--- src/hdl/status_pkg.sv ---
// Constants for the bus event status and revision registers
package status_pkg;
	localparam logic [7:0] STATUS_OFFSET = 8'h06;
	localparam logic [7:0] REVISION_OFFSET = 8'h08;
	localparam logic [7:0] CAP_PTR_OFFSET = 8'h34;
	localparam logic [15:0] STATUS_RESET = 16'h0400;
	localparam int INT_PEND_BIT = 3;
	localparam int CAP_LIST_BIT = 4;
	localparam int FAST_BUS_BIT = 5;
	localparam int DEVSEL_LO_BIT = 9;
	localparam int DEVSEL_HI_BIT = 10;
	localparam int DPAR_REP_BIT = 8;
	localparam int TABORT_SIG_BIT = 11;
	localparam int TABORT_REC_BIT = 12;
	localparam int MABORT_BIT = 13;
	localparam int SERR_SIG_BIT = 14;
	localparam int PAR_DET_BIT = 15;
	localparam logic [1:0] DEVSEL_SLOW = 2'h2;
	localparam int CMD_PERR_ENA_BIT = 6;
	localparam int CMD_SERR_ENA_BIT = 8;
	localparam int CMD_INT_DIS_BIT = 10;
	localparam int EVENT_COUNT = 6;
	localparam logic [7:0] REVISION_DEFAULT = 8'h01;
endpackage : status_pkg

--- src/hdl/event_if.sv ---
// Set and clear strobes between the status bank and its sticky flag cells
`timescale 1ns/1ps
interface event_if;
	logic [status_pkg::EVENT_COUNT-1:0] set_pulse;
	logic [status_pkg::EVENT_COUNT-1:0] clear_pulse;
	logic [status_pkg::EVENT_COUNT-1:0] flag;
	modport bank (output set_pulse, output clear_pulse, input flag);
	modport cells (input set_pulse, input clear_pulse, output flag);
endinterface : event_if

--- src/hdl/sticky_flags.sv ---
// Sticky write-one-to-clear flags, set has priority over clear
`timescale 1ns/1ps
module sticky_flags (
	input wire logic core_clk,
	input wire logic rst_b,
	event_if.cells ev
);
	logic [status_pkg::EVENT_COUNT-1:0] flag_ff;
	logic [status_pkg::EVENT_COUNT-1:0] nxt_flag;

	genvar i;
	generate
		for (i = 0; i < status_pkg::EVENT_COUNT; i++) begin : g_flag
			always_comb begin
				if (ev.set_pulse[i]) begin
					nxt_flag[i] = 1'b1;
				end else if (ev.clear_pulse[i]) begin
					nxt_flag[i] = 1'b0;
				end else begin
					nxt_flag[i] = flag_ff[i];
				end
			end

		end
	endgenerate

	always_ff @(posedge core_clk or negedge rst_b) begin
		if (!rst_b) begin
			flag_ff <= '0;
		end else begin
			flag_ff <= nxt_flag;
		end
	end

	assign ev.flag = flag_ff;
endmodule : sticky_flags

--- src/hdl/bus_event_status.sv ---
// Configuration status and revision registers of the bus function
//
// Function
// Status reads normal, write one clears
// Status resets to 0x0400
// Bit 3 shows interrupt line when enabled
// Bit 4 build-time capabilities list enable
// Bit 5 build-time fast bus capability
// Bit 8 set on reported data parity
// Bits 10:9 fixed to slow decode
// Bit 11 set on local-requested target abort
// Bit 12 set on received target abort
// Bit 13 set on master abort
// Bit 14 set on system error signalled
// Bit 15 set on any parity error
// Seven status bits mirrored to local bus
// Eight-bit fixed revision identifier register
// Interrupt disable waits for pending service
// Data parity reported only when enabled
// System error needs both enables set
// Reserved bits read zero, writes ignored
// Set beats clear in the same cycle
`timescale 1ns/1ps
module bus_event_status #(
	parameter logic CAP_LIST_ENABLE = 1'b0,
	parameter logic FAST_BUS_CAPABLE = 1'b0,
	parameter logic [7:0] REVISION_VALUE = status_pkg::REVISION_DEFAULT
) (
	input wire logic core_clk,
	input wire logic rst_b,
	input wire logic cfg_wr,
	input wire logic cfg_rd,
	input wire logic [7:0] cfg_addr,
	input wire logic [15:0] cfg_wdata,
	output logic [15:0] cfg_rdata,
	input wire logic [15:0] command_value,
	input wire logic irq_request,
	output logic irq_line_out,
	input wire logic data_par_err_det,
	input wire logic addr_par_err_det,
	input wire logic local_abort_request_n,
	input wire logic target_abort_issued,
	input wire logic target_abort_seen,
	input wire logic master_abort_done,
	output logic data_par_err_out,
	output logic sys_err_out,
	output logic cap_ptr_enable,
	output logic [6:0] local_status
);
	event_if ev ();

	sticky_flags u_flags (
		.core_clk(core_clk),
		.rst_b(rst_b),
		.ev(ev)
	);

	logic perr_ena;
	logic serr_ena;
	logic int_dis;
	logic status_wr;
	logic irq_ff;
	logic nxt_irq;
	logic dpar_ff;
	logic nxt_dpar;
	logic serr_ff;
	logic nxt_serr;
	logic [15:0] rdata_ff;
	logic [15:0] nxt_rdata;
	logic [15:0] status_value;

	assign perr_ena = command_value[status_pkg::CMD_PERR_ENA_BIT];
	assign serr_ena = command_value[status_pkg::CMD_SERR_ENA_BIT];
	assign int_dis = command_value[status_pkg::CMD_INT_DIS_BIT];
	assign status_wr = cfg_wr && (cfg_addr == status_pkg::STATUS_OFFSET);

	// Interrupt line: a pending line is kept until serviced even if disabled
	always_comb begin
		if (irq_ff) begin
			nxt_irq = irq_request;
		end else begin
			nxt_irq = irq_request && !int_dis;
		end
	end

	// Parity and system error pins, each one cycle per detection
	always_comb begin
		nxt_dpar = data_par_err_det && perr_ena;
		nxt_serr = addr_par_err_det && serr_ena && perr_ena;
	end

	always_ff @(posedge core_clk or negedge rst_b) begin
		if (!rst_b) begin
			irq_ff <= 1'b0;
			dpar_ff <= 1'b0;
			serr_ff <= 1'b0;
		end else begin
			irq_ff <= nxt_irq;
			dpar_ff <= nxt_dpar;
			serr_ff <= nxt_serr;
		end
	end

	assign irq_line_out = irq_ff;
	assign data_par_err_out = dpar_ff;
	assign sys_err_out = serr_ff;
	assign cap_ptr_enable = CAP_LIST_ENABLE;

	// Event order matches the local status bus bits 0 to 5
	always_comb begin
		ev.set_pulse[0] = dpar_ff;
		ev.set_pulse[1] = target_abort_issued && !local_abort_request_n;
		ev.set_pulse[2] = target_abort_seen;
		ev.set_pulse[3] = master_abort_done;
		ev.set_pulse[4] = serr_ff;
		ev.set_pulse[5] = data_par_err_det || addr_par_err_det;
	end

	always_comb begin
		ev.clear_pulse[0] = status_wr && cfg_wdata[status_pkg::DPAR_REP_BIT];
		ev.clear_pulse[1] = status_wr && cfg_wdata[status_pkg::TABORT_SIG_BIT];
		ev.clear_pulse[2] = status_wr && cfg_wdata[status_pkg::TABORT_REC_BIT];
		ev.clear_pulse[3] = status_wr && cfg_wdata[status_pkg::MABORT_BIT];
		ev.clear_pulse[4] = status_wr && cfg_wdata[status_pkg::SERR_SIG_BIT];
		ev.clear_pulse[5] = status_wr && cfg_wdata[status_pkg::PAR_DET_BIT];
	end

	// Assembled status word; reserved bits stay zero
	always_comb begin
		status_value = 16'h0000;
		status_value[status_pkg::INT_PEND_BIT] = irq_ff && !int_dis;
		status_value[status_pkg::CAP_LIST_BIT] = CAP_LIST_ENABLE;
		status_value[status_pkg::FAST_BUS_BIT] = FAST_BUS_CAPABLE;
		status_value[status_pkg::DPAR_REP_BIT] = ev.flag[0];
		status_value[status_pkg::DEVSEL_HI_BIT:status_pkg::DEVSEL_LO_BIT] =
			status_pkg::DEVSEL_SLOW;
		status_value[status_pkg::TABORT_SIG_BIT] = ev.flag[1];
		status_value[status_pkg::TABORT_REC_BIT] = ev.flag[2];
		status_value[status_pkg::MABORT_BIT] = ev.flag[3];
		status_value[status_pkg::SERR_SIG_BIT] = ev.flag[4];
		status_value[status_pkg::PAR_DET_BIT] = ev.flag[5];
	end

	always_comb begin
		if (!cfg_rd) begin
			nxt_rdata = rdata_ff;
		end else if (cfg_addr == status_pkg::STATUS_OFFSET) begin
			nxt_rdata = status_value;
		end else if (cfg_addr == status_pkg::REVISION_OFFSET) begin
			nxt_rdata = {8'h00, REVISION_VALUE};
		end else begin
			nxt_rdata = 16'h0000;
		end
	end

	always_ff @(posedge core_clk or negedge rst_b) begin
		if (!rst_b) begin
			rdata_ff <= status_pkg::STATUS_RESET;
		end else begin
			rdata_ff <= nxt_rdata;
		end
	end

	assign cfg_rdata = rdata_ff;
	assign local_status = {status_value[status_pkg::INT_PEND_BIT], ev.flag};
endmodule : bus_event_status

--- config.mk ---
export PLATFORM = sky130hd
export DESIGN_NAME = bus_event_status
export DESIGN_NICKNAME = d
export VERILOG_FILES = /design/src/hdl/status_pkg.sv /design/src/hdl/event_if.sv /design/src/hdl/sticky_flags.sv /design/src/hdl/bus_event_status.sv
export SDC_FILE = /design/constraint.sdc
export NUM_CORES = 1
export LEC_CHECK = 0
export ABC_AREA = 1
export BUFFER_PORTS_ARGS = -buffer_cell sky130_fd_sc_hd__buf_2
export CAP_MARGIN = 20
export CORE_MARGIN = 3
export CORE_UTILIZATION = 36
export CTS_CLUSTER_SIZE = 25
export DETAILED_ROUTE_END_ITERATION = 12
export PLACE_DENSITY_LB_ADDON = 0.15
export SYNTH_ARGS = -nofsm -noshare
export SYNTH_HDL_FRONTEND = slang
export SYNTH_SLANG_ARGS = --single-unit
--- constraint.sdc ---
create_clock -name core_clk -period 0.85 [get_ports core_clk]
set_clock_uncertainty 0.1 [all_clocks]
set_input_delay 0.085 -clock core_clk [delete_from_list [all_inputs] [get_ports core_clk]]
set_output_delay 0.085 -clock core_clk [all_outputs]
set_load 0.05 [all_outputs]
After elaboration in Yosys (flattened, before gate mapping)
Index checks and enable logic that the tools add are counted.
{ "classes": {"n_eq_ne": 2, "muxes": 15, "reduce_logical": 22} }
{ "ops": {"columns": ["op", "count"], "rows": [
  ["$mux 16", 1],
  ["$mux 1", 14],
  ["$logic_and 1x1->1", 13],
  ["$reduce_bool 2->1", 6],
  ["$eq 8x3->1 const B", 1],
  ["$eq 8x4->1 const B", 1],
  ["$logic_not 1->1", 2],
  ["$logic_or 1x1->1", 1]
]} }
{ "word_totals": {"regBits": 25, "input_bits": 51, "out_inout_bits": 27, "wordCells": 49} }

Longest topological paths before layout
{ "depth": {"word_depth": 5, "depth_mapped": 8} }

Cells and area by module
From an unflattened synthesis, not the netlist that was laid out.
{ "hier_totals": {"hier_cells": 112, "area_unflattened_um2": 908.4} }
{ "modules_own_cells": {"columns": ["module", "instances", "cells_each", "area_each_um2"], "rows": [
  ["bus_event_status", 1, 82, 668.1],
  ["sticky_flags", 1, 30, 240.2]
]} }

Worst setup path after synthesis
No wires, ideal clock.
{ "synth_timing": {"path_type": "register to register", "start": "register irq_ff, in the netlist irq_line_out", "end": "register rdata_ff[3], in the netlist cfg_rdata[3]", "setup_time_ps": 68, "arrival_time_ps": 1621, "required_ps": 682, "slack_ps": -939, "stages_incl_launch_ff": 5, "n_path_buf": 0, "cell_sequence": "dfrtp_1 -> inv_1 -> nor2_1 -> nand3_1 -> nand2_1"} }
{ "synth_via": {"elab_chain_cells": 2} }
{ "synth_rtl": {"columns": ["element", "line_no", "rtl"], "rows": [
  ["start, declared", "bus_event_status.sv:62", "logic irq_ff;"],
  ["start signal, assigned", "bus_event_status.sv:98", "irq_ff <= nxt_irq;"],
  ["$logic_and 1x1->1", "bus_event_status.sv:131", "status_value[status_pkg::INT_PEND_BIT] = irq_ff && !int_dis;"],
  ["via local_status[6]", "bus_event_status.sv:48", "output logic [6:0] local_status"],
  ["$mux 16", "bus_event_status.sv:147", "end else if (cfg_addr == status_pkg::STATUS_OFFSET) begin"],
  ["end signal, assigned", "bus_event_status.sv:158", "rdata_ff <= status_pkg::STATUS_RESET;"],
  ["end signal, assigned", "bus_event_status.sv:160", "rdata_ff <= nxt_rdata;"],
  ["end, declared", "bus_event_status.sv:68", "logic [15:0] rdata_ff;"]
]} }
The timed path passes the listed nets, and every way through them passes these cells.
A chain may end at the register's enable or synchronous reset.

Worst setup path in the final report
{ "layout_timing": {"start": "register rdata_ff[10], in the netlist cfg_rdata[10]", "end": "output cfg_rdata[10]"} }
{ "layout_rtl": {"columns": ["element", "line_no", "rtl"], "rows": [
  ["end, declared", "bus_event_status.sv:35", "output logic [15:0] cfg_rdata,"]
]} }
No word-level cell between the ends.

==> flow_summary_export.csv <==
group,metric,value,unit
routing,wl_per_cell,11.9,µm
worst_setup_path,setup.worst_path.start_class,"register",
power,p_int,1280,µW
power,seqPwrFrac,48.9,%
clocking,clk_latency,0.29,ns
clocking,ctsHtreeMaxLevel,1,
routing,antenna_left,0,
power,power.total,1790,µW
global_routing,grt_start_max_net_pins,19,
power,powerDensity,1100,nW/µm²
clocking,cts_made_buffers,3,
timing,final.setup.worst_slack,-0.328,ns
yosys,syn_avg_cell_area,8.49,µm²
worst_setup_path,worstPathRequired,0.66,ns
timing,rsz0062_at_grt,"yes",
die,core,2080,µm²
routing,wl,2390,µm
die,die_area,2920,µm²
global_routing,antenna_found_initial,0,
global_routing,grt_pass1_wl,3720,µm
power,pwr-share-clk,29.4,%
timing,holdWs,-0.0255,ns
die,pin_count,78,
clocking,clk_path_buf_depth,2,
cells_and_area,syn2layout_area_growth,95.6,%
routing,via_count,858,
cells_and_area,insertedDiodeCount,0,
worst_setup_path,crit_buf_inv,1,
timing,slew_violations,0,
placed_design,preCtsSetupSlack,-0.203,ns
worst_setup_path,slowest_delay,0.56,ns
timing,fin_crit,1.18,ns
die,start_util,40.0,%
global_routing,grt_usage,18.0,%
timing,finalHoldViolCount,3,
die,dieHeight,54.1,µm
yosys,synth.distinct_cells,18,
clocking,root_buffer,"clkbuf_4",
power,p_leak,0.000800,µW
routing,viasPerCell,4.29,
yosys,syn-cell-area,832,µm²
placed_design,post_dp_cell_area,1170,µm²
worst_setup_path,path_class,"register to primary output",
power,switching_power,509,µW
worst_setup_path,arrival,0.99,ns
die,die_x,54.1,µm
worst_setup_path,worst-path-max-fanout,2,
yosys,synth_seq_cells,18,
power,swShare,28.4,%
die,placementRows,16,
yosys,synth_top_area_cell,"dfrtp_1",
worst_setup_path,critPathTopFamily,"flip-flops",
yosys,yosysTopAreaCellShare,51.1,%
cells_and_area,drive_above_1_share,62.4,%
clocking,cts_tree,"built",
power,irDropWorstVdd,0.831,mV
yosys,synthCells,98,
placed_design,port_buffers,46,
yosys,ys_seq_area_share,54.3,%
outcome,outcome,"complete, but fails checks",
worst_setup_path,crit_path_top_delay_cell,"dfstp_2",
timing,setup-tns-final,-4.15,ns
hold_path,hold_path.class,"primary input to register",
clocking,cts.sinks,18,
flow_run,max_cap_viol_count,0,
global_routing,grt_pass1_vias,851,
timing,fmax,0.849,GHz
global_routing,gr-total-overflow,0,
placed_design,dp_hpwl,1510,µm
worst_setup_path,cp_cell_sequence,"buf_8",
power,pwr-share-comb,21.7,%
yosys,netlist_top_cells_area,"dfrtp_1 (51%), nand2_1 (15%), nand3_1 (7.8%), buf_4 (7.2%), inv_1 (4.1%)",
placed_design,finalWeightedCongestion,0.670,
routing,drc,0,
cells_and_area,nets,225,
routing,drt_iter0_markers,8,
clocking,cts.clk_slew.worst_paths,0.10,ns
routing,first_pass_iters,3,
yosys,ys_warn_count,0,
worst_setup_path,end_kind,"primary output",
outcome,violations,"negative hold slack, negative setup slack",
timing,finalCritPeriodShare,139,%
cells_and_area,finalInstanceArea,1630,µm²
timing,setup_violations,24,
-- flip-flops by register name, summed over array words and instances (netlist names) --
register and flops:
cfg_rdata 9, irq_line_out 1, data_par_err_out 1, u_flags.ev.flag 6
sys_err_out 1
-- metal layers --
| layer | wire length (µm) | up-vias | share of wire [%] | GRT usage, % |
|---|---|---|---|---|
| met2 | 1320 | 28 | 55 | 33.3 |
| met3 | 120 | 2 | 5.0 | 3.05 |
| met1 | 943 | 392 | 40 | 20.5 |
| li1 | - | 436 | - | - |
| met5 | 0 | - | 0 | 0 |
| met4 | 7 | 0 | 0.29 | 6.22 |
-- Yosys cell counts --
| cell type | number |
|---|---|
| nand4_1 | 1 |
| clkinv_1 | 1 |
| buf_2 | 1 |
| a21boi_0 | 1 |
| nand2_1 | 34 |
| dfstp_2 | 1 |
| nor2_1 | 4 |
| nand2_2 | 1 |
| o21ai_0 | 1 |
| buf_4 | 8 |
| nand3_1 | 13 |
| nor2_2 | 2 |
| nor2_4 | 1 |
| and3_1 | 1 |
| conb_1 | 1 |
| dfrtp_1 | 17 |
| buf_6 | 1 |
| inv_1 | 9 |
-- cell families after synthesis --
logic type | after synthesis | share of synthesized area (%)
and+or+nand+nor | 57 | 30.1
buffers and inverters | 20 | 13.7
DFF | 18 | 54.3
AOI/OAI and AO/OA | 2 | 1.50
other | 1 | 0.451
-- area by class of cell --
class / instances / area (µm²)
flip-flops and latches: 18 / 472
multi-input cells: 67 / 399
fillers: 144 / 454
repair buffers: 74 / 648
inverters: 10 / 38.8
clock buffers: 4 / 36.3
well taps: 27 / 33.8
-- cell usage in the layout (no fill, tap or decap) --
cell	instances
and3_1	1
buf_6	24
dfrtp_2	16
buf_4	3
inv_1	7
nand4_1	1
conb_1	8
dlygate4sd3_1	17
nand3_2	9
nand3_1	4
o21ai_1	1
buf_2	27
nor2_4	5
nand2_1	23
buf_8	2
nand2_4	1
inv_2	2
clkbuf_4	3
buf_12	1
nor2_1	2
a21boi_2	1
dfrtp_1	1
clkbuf_8	1
dfstp_2	1
nand2_2	11
clkinv_2	1
-- worst paths after layout --
check	startpoint	end	slack (ns)	depth (start not counted)
min	cfg_addr[1]	cfg_rdata[0]	-0.03	4
min in group asynchronous	rst_b	cfg_rdata[11]	0.15	2
max reg2reg	irq_line_out	irq_line_out	-0.01	3
max	cfg_rdata[10]	cfg_rdata[10]	-0.33	1
min reg2reg	cfg_rdata[10]	cfg_rdata[10]	0.38	2
max in group asynchronous	rst_b	cfg_rdata[10]	0.17	2
-- metrics by stage --
| step | instances | utilization [%] |
|---|---|---|
| floorplan | 105 | - |
| global placement | 171 | 56.3 |
| detailed placement | 171 | 56.3 |
| CTS | 197 | 74.5 |
| global route | 200 | 78.2 |
| finish | 200 | 78.2 |
-- power groups by stage --
stage / clock network [µW] / registers [µW] / logic, µW
6_report: 527 / 875 / 389
5_1_grt: 596 / 877 / 416
4_1_cts: 553 / 875 / 365
3_5_place_dp: 0 / 890 / 294
3_3_place_gp: 0 / 889 / 291
2_1_floorplan: 0 / 926 / 168
-- what timing repair did --
action / 4_1_cts / 5_1_grt
setup buffers: 7 / 6
hold endpoints to repair: 31 / 2
resized for setup: 44 / 19
pin swaps: 1 / 9
hold buffers: 15 / 2
setup endpoints to repair: 19 / 32
Note: power is estimated with default switching activity, not from simulation.
